## config.mk

```make
export PLATFORM = sky130hd
export DESIGN_NAME = dsr_core
export DESIGN_NICKNAME = d
export VERILOG_FILES = /design/src/logic/dsr_pkg.sv /design/src/logic/dsr_buf2.sv /design/src/logic/dsr_core.sv
export SDC_FILE = /design/constraint.sdc
export NUM_CORES = 1
export LEC_CHECK = 0
export BUFFER_PORTS_ARGS = -buffer_cell sky130_fd_sc_hd__buf_2
export CORE_UTILIZATION = 45
export CTS_CLUSTER_SIZE = 40
export DETAILED_ROUTE_END_ITERATION = 10
export PLACE_DENSITY = 0.61
export SLEW_MARGIN = 20
export SYNTH_ARGS = -nofsm -noshare
export SYNTH_HDL_FRONTEND = slang
export SYNTH_SLANG_ARGS = --single-unit
```

## constraint.sdc

```tcl
create_clock -name ref_clk -period 8.4 [get_ports ref_clk]
set_clock_uncertainty 0.15 [all_clocks]
set_input_delay 1.68 -clock ref_clk [delete_from_list [all_inputs] [get_ports ref_clk]]
set_output_delay 1.68 -clock ref_clk [all_outputs]
set_load 0.02 [all_outputs]
```

## src/logic/dsr_pkg.sv

```systemverilog
// shared constants and carrier types for the separate-io burst sram block
package dsr_pkg;
    // ------------------------------------------------------------------
    // widths
    // ------------------------------------------------------------------
    localparam int ADDR_W = 20;
    localparam int DATA_W = 18;
    localparam int BURST_LEN = 2;
    localparam int MEM_DEPTH = 16;
    localparam int IDX_W = 4;

    // ------------------------------------------------------------------
    // reset values and encodings
    // ------------------------------------------------------------------
    localparam logic [DATA_W-1:0] DATA_RST = 18'h00000;
    localparam logic              RW_READ  = 1'b1;
    localparam logic              PHASE_POS = 1'b0;
    localparam logic              PHASE_NEG = 1'b1;
    localparam logic [1:0]        SYNC_RST = 2'h0;

    // ------------------------------------------------------------------
    // timing: one burst takes one clock period of bus activity
    // ------------------------------------------------------------------
    localparam int CLK_PERIOD_NS = 50;
    localparam int BEAT_NS = 25;
    localparam int BEATS_PER_CMD = (CLK_PERIOD_NS + BEAT_NS - 1) / BEAT_NS;
    // cycles after reset release until a pin level has crossed both flops
    localparam logic [1:0] STRAP_WAIT = 2'h2;

    typedef struct packed {
        logic              rd;
        logic [ADDR_W-1:0] addr;
    } dsr_cmd_s;

    typedef struct packed {
        logic [DATA_W-1:0] beat1;
        logic [DATA_W-1:0] beat0;
    } dsr_burst_s;
endpackage

```

## src/logic/dsr_buf2.sv

```systemverilog
// two-entry valid/ready buffer holding whole read bursts
`timescale 1ns/1ps
`default_nettype none
module dsr_buf2 (
    input  wire logic            ref_clk,  // block clock
    input  wire logic            rst_b,    // sync reset, active low
    input  wire logic            in_valid, // word offered
    output logic                 in_ready, // room for a word
    input  wire dsr_pkg::dsr_burst_s in_data, // word in
    output logic                 out_valid, // word held
    input  wire logic            out_ready, // receiver takes word
    output dsr_pkg::dsr_burst_s  out_data   // oldest word
);
    dsr_pkg::dsr_burst_s mem [2];
    logic       wr_ptr;
    logic       rd_ptr;
    logic [1:0] count;
    logic       push;
    logic       pop;

    assign in_ready  = (count != 2'h2);
    assign out_valid = (count != 2'h0);
    assign push      = in_valid && in_ready;
    assign pop       = out_valid && out_ready;
    assign out_data  = mem[rd_ptr];

    always_ff @(posedge ref_clk) begin
        if (!rst_b) begin
            wr_ptr <= 1'b0;
            rd_ptr <= 1'b0;
        end else begin
            if (push) wr_ptr <= ~wr_ptr;
            if (pop) rd_ptr <= ~rd_ptr;
        end
    end

    always_ff @(posedge ref_clk) begin
        if (!rst_b) begin
            count <= 2'h0;
        end else if (push && !pop) begin
            count <= count + 2'h1;
        end else if (pop && !push) begin
            count <= count - 2'h1;
        end
    end

    always_ff @(posedge ref_clk) begin
        if (push) mem[wr_ptr] <= in_data;
    end
endmodule // dsr_buf2
`default_nettype wire

```

## src/logic/dsr_core.sv

```systemverilog
// clock and command control of a separate-io double-rate burst sram
`timescale 1ns/1ps
`default_nettype none
// Overview of operation
// [RQ1] with the load strobe low, read/write select high means read and low means write at that address.
// [RQ2] each load moves exactly two words, one clock period of bus activity.
// [RQ3] accesses start only on a rising edge of the positive input clock.
// [RQ4] inputs are sampled on the positive input clock, which also launches data in single clock mode.
// [RQ5] inputs are also sampled on the negative input clock, which launches the second beat in single clock mode.
// [RQ6] read data leaves on the positive and negative output clocks, one beat each.
// [RQ7] the positive echo clock follows the positive output clock, or the positive input clock in single clock mode.
// [RQ8] the negative echo clock follows the negative output clock, or the negative input clock in single clock mode.
// [RQ9] a low dll disable input turns the delay-lock loop off.
// [RQ10] single clock mode is strapped by both output clocks high at power-on and never changes; the code recaptures it after each reset.
module dsr_core (
    input  wire logic                       ref_clk,       // block clock
    input  wire logic                       rst_b,         // sync reset
    input  wire logic                       in_clk_p,      // positive input clock
    input  wire logic                       in_clk_n,      // negative input clock
    input  wire logic                       out_clk_p,     // positive output clock
    input  wire logic                       out_clk_n,     // negative output clock
    input  wire logic                       load_strobe_n, // load strobe
    input  wire logic                       rw_sel,        // 1 read, 0 write
    input  wire logic [dsr_pkg::ADDR_W-1:0] addr,          // address
    input  wire logic [dsr_pkg::DATA_W-1:0] wdata,         // write data
    input  wire logic                       dll_disable_n, // dll off when low
    output logic [dsr_pkg::DATA_W-1:0]      rdata,         // read data pins
    output logic                            rdata_oe,      // read data driven
    output logic                            echo_clock_p,  // positive echo
    output logic                            echo_clock_n,  // negative echo
    output logic                            dll_on,        // dll running
    output logic                            single_clk,    // strapped mode
    input  wire logic                       rd_ready,      // beat sink ready
    output logic                            rd_stall       // buffer full
);
    // ------------------------------------------------------------------
    // pin synchronisers: two flops before any logic
    // ------------------------------------------------------------------
    localparam int NSYNC = 9;
    logic [NSYNC-1:0] sync1;
    logic [NSYNC-1:0] sync2;
    logic [dsr_pkg::ADDR_W-1:0] addr_s1;
    logic [dsr_pkg::ADDR_W-1:0] addr_s2;
    logic [dsr_pkg::DATA_W-1:0] wd_s1;
    logic [dsr_pkg::DATA_W-1:0] wd_s2;

    always_ff @(posedge ref_clk) begin
        if (!rst_b) begin
            sync1 <= '0;
            sync2 <= '0;
        end else begin
            sync1 <= {in_clk_p, in_clk_n, out_clk_p, out_clk_n,
                      load_strobe_n, rw_sel, dll_disable_n, rd_ready,
                      1'b0};
            sync2 <= sync1;
        end
    end

    // addr and data carry no reset; they are read only beside a qualified edge
    always_ff @(posedge ref_clk) begin
        addr_s1 <= addr;
        addr_s2 <= addr_s1;
        wd_s1   <= wdata;
        wd_s2   <= wd_s1;
    end

    logic kp;
    logic kn;
    logic cp;
    logic cn;
    logic ld_n;
    logic rw;
    logic dll_disable_n_n;
    logic sink_rdy;
    assign {kp, kn, cp, cn, ld_n, rw, dll_disable_n_n, sink_rdy} = sync2[NSYNC-1:1];

    // ------------------------------------------------------------------
    // edge detection on the synchronised clocks
    // ------------------------------------------------------------------
    logic kp_d;
    logic kn_d;
    logic cp_d;
    logic cn_d;
    logic started;

    always_ff @(posedge ref_clk) begin
        if (!rst_b) begin
            {kp_d, kn_d, cp_d, cn_d} <= 4'h0;
        end else begin
            {kp_d, kn_d, cp_d, cn_d} <= {kp, kn, cp, cn};
        end
    end

    // rises are seen on ref_clk, so a pin level must hold a few cycles
    logic kp_rise;
    logic kn_rise;
    logic cp_rise;
    logic cn_rise;
    assign kp_rise = kp && !kp_d;
    assign kn_rise = kn && !kn_d;
    assign cp_rise = cp && !cp_d;
    assign cn_rise = cn && !cn_d;

    // ------------------------------------------------------------------
    // settling after reset release
    // ------------------------------------------------------------------
    // the synchronisers restart at zero, so the strap pins are trusted
    // only once their post-reset level has crossed both flops
    logic [1:0] settle;
    always_ff @(posedge ref_clk) begin
        if (!rst_b) begin
            settle <= 2'h0;
        end else if (settle != dsr_pkg::STRAP_WAIT) begin
            settle <= settle + 2'h1;
        end
    end

    // ------------------------------------------------------------------
    // strap capture after reset release
    // ------------------------------------------------------------------
    // a clocked catch avoids loading a port under reset
    always_ff @(posedge ref_clk) begin
        if (!rst_b) begin
            started    <= 1'b0;
            single_clk <= 1'b0;
        end else if (!started && settle == dsr_pkg::STRAP_WAIT) begin
            started    <= 1'b1;
            single_clk <= cp && cn; // RQ10
        end
    end

    // launch edges follow the strapped clock pair
    logic launch_p;
    logic launch_n;
    assign launch_p = single_clk ? kp_rise : cp_rise; // RQ4
    assign launch_n = single_clk ? kn_rise : cn_rise; // RQ5

    // ------------------------------------------------------------------
    // echo clocks and dll
    // ------------------------------------------------------------------
    // the echoes trail the pin clocks by the synchroniser depth plus this register
    always_ff @(posedge ref_clk) begin
        if (!rst_b) begin
            echo_clock_p <= 1'b0;
            echo_clock_n <= 1'b0;
        end else begin
            echo_clock_p <= single_clk ? kp : cp; // RQ7
            echo_clock_n <= single_clk ? kn : cn; // RQ8
        end
    end

    // only the enable is kept here; the delay line lies outside this block
    always_ff @(posedge ref_clk) begin
        if (!rst_b) dll_on <= 1'b0;
        else dll_on <= dll_disable_n_n; // RQ9
    end

    // ------------------------------------------------------------------
    // command capture and write burst
    // ------------------------------------------------------------------
    typedef enum logic [2:0] {
        ST_IDLE = 3'b001,
        ST_WR0  = 3'b010,
        ST_WR1  = 3'b100
    } dsr_wr_e;
    dsr_wr_e wr_st;

    dsr_pkg::dsr_cmd_s cmd;
    logic [dsr_pkg::DATA_W-1:0] mem [dsr_pkg::MEM_DEPTH];
    logic [dsr_pkg::IDX_W-1:0]  widx;
    logic [dsr_pkg::IDX_W-1:0]  widx_odd;
    logic [dsr_pkg::DATA_W-1:0] wr_beat0;
    logic                       rd_req;
    logic                       new_cmd;

    // loads that land during a write burst are dropped
    assign new_cmd = started && kp_rise && !ld_n; // RQ3

    always_ff @(posedge ref_clk) begin
        if (!rst_b) begin
            cmd    <= '0;
            rd_req <= 1'b0;
        end else begin
            rd_req <= 1'b0;
            if (new_cmd && wr_st == ST_IDLE) begin
                cmd.rd   <= rw; // RQ1
                cmd.addr <= addr_s2;
                rd_req   <= (rw == dsr_pkg::RW_READ); // RQ1
            end
        end
    end

    always_ff @(posedge ref_clk) begin
        if (!rst_b) begin
            wr_st <= ST_IDLE;
        end else begin
            case (wr_st)
                ST_IDLE:
                    if (new_cmd && rw != dsr_pkg::RW_READ) wr_st <= ST_WR0;
                ST_WR0:
                    if (kp_rise) wr_st <= ST_WR1; // RQ4
                ST_WR1:
                    if (kn_rise) wr_st <= ST_IDLE; // RQ5
                default:
                    wr_st <= ST_IDLE;
            endcase
        end
    end

    // two words per burst at an even/odd pair of slots
    assign widx     = {cmd.addr[dsr_pkg::IDX_W-2:0], 1'b0}; // RQ2
    assign widx_odd = {cmd.addr[dsr_pkg::IDX_W-2:0], 1'b1}; // RQ2

    // ------------------------------------------------------------------
    // array update
    // ------------------------------------------------------------------
    // beat0 waits beside the array so both words land on one edge
    always_ff @(posedge ref_clk) begin
        if (!rst_b) begin
            wr_beat0 <= dsr_pkg::DATA_RST;
        end else if (wr_st == ST_WR0 && kp_rise) begin
            wr_beat0 <= wd_s2; // RQ4
        end
    end

    always_ff @(posedge ref_clk) begin
        if (wr_st == ST_WR1 && kn_rise) begin
            mem[widx]     <= wr_beat0; // RQ2
            mem[widx_odd] <= wd_s2; // RQ5
        end
    end

    // ------------------------------------------------------------------
    // read path through the two-entry buffer
    // ------------------------------------------------------------------
    dsr_pkg::dsr_burst_s rd_word;
    dsr_pkg::dsr_burst_s out_word;
    dsr_pkg::dsr_burst_s out_word_hold;
    logic                buf_ready;
    logic                buf_valid;
    logic                take;

    assign rd_word.beat0 = mem[widx]; // RQ2
    assign rd_word.beat1 = mem[widx_odd];
    // a read that finds both entries taken is lost; rd_stall shows it
    assign rd_stall = !buf_ready;

    dsr_buf2 u_buf (
        .ref_clk   (ref_clk),
        .rst_b     (rst_b),
        .in_valid  (rd_req),
        .in_ready  (buf_ready),
        .in_data   (rd_word),
        .out_valid (buf_valid),
        .out_ready (take),
        .out_data  (out_word)
    );

    typedef enum logic [2:0] {
        RD_IDLE  = 3'b001,
        RD_BEAT0 = 3'b010,
        RD_BEAT1 = 3'b100
    } dsr_rd_e;
    dsr_rd_e rd_st;

    // a burst leaves the buffer only when the sink is ready at a launch
    assign take = (rd_st == RD_IDLE) && buf_valid && sink_rdy && launch_p;

    always_ff @(posedge ref_clk) begin
        if (!rst_b) begin
            rd_st    <= RD_IDLE;
            rdata    <= dsr_pkg::DATA_RST;
            rdata_oe <= 1'b0;
        end else begin
            case (rd_st)
                RD_IDLE: begin
                    if (take) begin
                        rdata    <= out_word.beat0; // RQ6
                        rdata_oe <= 1'b1;
                        rd_st    <= RD_BEAT1;
                    end else if (launch_p) begin
                        rdata_oe <= 1'b0;
                    end
                end
                RD_BEAT1: begin
                    if (launch_n) begin
                        rdata <= out_word_hold.beat1; // RQ6
                        rd_st <= RD_IDLE;
                    end
                end
                default: rd_st <= RD_IDLE;
            endcase
        end
    end

    // the buffer pops at the launch of beat0, so beat1 is kept here
    always_ff @(posedge ref_clk) begin
        if (!rst_b) out_word_hold <= '0;
        else if (take) out_word_hold <= out_word;
    end
endmodule // dsr_core
`default_nettype wire

```

==> flow_metrics.tcl <==
set metrics [dict create \
    grt_max_degree 74 \
    num-nets-final 1097 \
    clk_pin_slew_ns 0.06 \
    p_leak_nw 7.01 \
    cap_violations 0 \
    powerDensity_nw_per_um2 240 \
    async_reset_ff_frac 0 \
    yosysMostFrequentCell "edfxtp_1" \
    max_stage_delay_ns 0.38 \
    fin_tns_setup_ns 0 \
    worstMarginPinSlew_ns 1.03 \
    viasPerCell 5.31 \
    ant_nets 0 \
    die_area_sq_um 40700 \
    initial_core_util 0.461 \
    cp-startpoint "u_buf.count[0]$_SDFFE_PN0P_" \
    cts_inserted_buffers 52 \
    grtUsageTotal 0.175 \
    cts_tree "yes" \
    yosysUniqueCellTypes 40 \
    setup_viol 0 \
    port_buffers 54 \
    post_cts_resized 0 \
    regArea_sq_um 13600 \
    num_vias 8547 \
    layout-drive-gt1-share 0.256 \
    clock_path_buffers 3 \
    clock.fmax_ghz 0.316 \
    hpwlAfterDp_um 16700 \
    cp.required_ns 6.57 \
    h-tree-depth 2 \
    syn_avg_cell_area_sq_um 18.5 \
    cp.depth 3 \
    clock_sinks 501 \
    cp_top_family "flip-flops" \
    area_growth_pct 14.3 \
    synth_fp_nets 1020 \
    hold_violations 0 \
    coreArea_sq_um 39000 \
    fillerInstances 3118 \
    max_slew_margin 0.316 \
    yosys_warnings 0 \
    post-route-period-util 0.376 \
    p_total_mw 4.92 \
    synthCells 970 \
    r2r_slack_ns 5.40 \
    synth_top_area_share 0.602 \
    cts_root_buf "clkbuf_16" \
    cp_slowest_cell "dfxtp_1" \
    totalWireLength_um 34200 \
    synth.area.top_cells "edfxtp_1, dfxtp_1, mux4_2, mux2i_1, mux2_2" \
    yosysSeqAreaShare 0.759 \
    drc_errors 0 \
    drt_iter0_drc 663 \
    synth_commonest_cells "edfxtp_1, dfxtp_1, nand2_1" \
    ys.flop_type "edfxtp_1" \
    multi_input_area_sq_um 4150 \
    gp_congestion 0.687 \
    worstPathBufferInverterCount 2 \
    cts_hold_buf 0 \
    crit_fanout 4 \
    diodes 0 \
    slew_viol_final 0 \
    worstSetupPathType "reg -> out" \
    synth_top_area_cell "edfxtp_1" \
    rsz0062_at_grt "false" \
    synth_edf_count 360 \
    ys_seq_elements 501 \
    cp.arrival_ns 1.33 \
    grt-ovfl-total 0 \
    period_minus_slack_ns 3.16 \
    r2r-end "u_buf.mem[0][22]$_DFFE_PP_" \
    die_y_um 202 \
    grt_pass1_vias 8805 \
    ir_worst_vdd_mv 0.142 \
    post_cts_buffers 0 \
    insertion_delay_ns 0.58 \
    antenna_found_initial 0 \
    crit_end "rd_stall" \
    grt_pass1_wl_um 52900 \
    die_x_um 202 \
    netlist_area_sq_um 18000 \
    first_pass_iters 5 \
    rows 72 \
    r2r_cells 3 \
    io_pins 72 \
    setup.worst_path.start_class "flip-flop" \
    wl_per_cell_um 21.3 \
    outcome "finished clean" \
    hold_class "reg -> reg" \
    crit_chain "nand2b_1 -> inv_1 -> buf_2" \
    end_kind "output pin" \
]
==> cell type report <==
type,instances,area share
multi-input combinational,412,0.202
clock inverter,23,0.00841
tap,518,0.0316
sequential,501,0.665
clock buffer,75,0.0714
timing repair buffer,74,0.0206
inverter,6,0.00110
==> flip-flops by register name (all words and copies together), names as in the netlist, 8 cells and up, named ones only <==
signal         flops
mem              288
wd_s2             18
sync1              8
u_buf.mem         72
sync2              8
out_word_hold     18
rdata             18
wd_s1             18
wr_beat0          18
==> cell usage in the layout (no fill, tap or decap), types with 15 or more instances in the layout <==
| master | synthesis | final |
|---|---|---|
| buf_2 | 13 | 53 |
| edfxtp_1 | 360 | 360 |
| mux4_2 | 72 | 72 |
| mux2_2 | 38 | 38 |
| nand3_1 | 19 | 19 |
| clkbuf_16 | 0 | 53 |
| buf_4 | 2 | 21 |
| and2_1 | 27 | 27 |
| o211ai_1 | 18 | 18 |
| a21boi_0 | 21 | 21 |
| dfxtp_1 | 141 | 136 |
| o211a_1 | 18 | 18 |
| clkbuf_1 | 30 | 15 |
| nand2_1 | 77 | 77 |
| mux2i_1 | 57 | 57 |
==> worst min path at each step <==
stage	from	end	slack (ns)	cells past startpoint
after floorplan	addr_s1[0]$_DFF_P_	addr_s2[0]$_DFF_P_	0.16	0
after global routing	wd_s1[10]$_DFF_P_	wd_s2[10]$_DFF_P_	0.18	0
final	wd_s1[5]$_DFF_P_	wd_s2[5]$_DFF_P_	0.17	0
after global placement	wd_s1[17]$_DFF_P_	wd_s2[17]$_DFF_P_	0.16	0
after detailed placement	wd_s1[7]$_DFF_P_	wd_s2[7]$_DFF_P_	0.16	0
after CTS	wd_s1[2]$_DFF_P_	wd_s2[2]$_DFF_P_	0.18	0
==> power by group <==
part / leakage [nW] / switching [mW] / internal, mW
logic: 1.77 / 0.0355 / 0.0382
registers: 4.43 / 0.0204 / 2.65
clock network: 0.806 / 0.905 / 1.27
==> per-stage QoR <==
| step | util | cells | setup slack [ns] | hold slack, ns | area (sq um) |
|---|---|---|---|---|---|
| 2_1_floorplan | - | 970 | 4.39 | 0.160 | 18000 |
| 3_3_place_gp | 0.484 | 1511 | 4.78 | 0.163 | 18900 |
| 3_5_place_dp | 0.484 | 1511 | 4.78 | 0.162 | 18900 |
| 4_1_cts | 0.526 | 1609 | 5.20 | 0.176 | 20500 |
| 5_1_grt | 0.526 | 1609 | 5.16 | 0.179 | 20500 |
| 6_report | 0.526 | 1609 | 5.24 | 0.174 | 20500 |
==> cells by family after synthesis <==
family / synth area share
adders and majority gates: 0.00139
buffers and inverters: 0.0141
and+or+nand+nor: 0.0458
xor gates and xnor gates: 0.00195
DFF: 0.759
muxes: 0.146
AOI/OAI and AO/OA: 0.0322
==> per-layer routing <==
metal | up-vias | wire length [um] | GRT usage
li1 | 3919 | - | -
met1 | 4379 | 15100 | 0.232
met2 | 202 | 16700 | 0.295
met3 | 47 | 1710 | 0.0303
met4 | 0 | 683 | 0.0544
met5 | - | 0 | 0
Power figures use the tool's default switching activity.
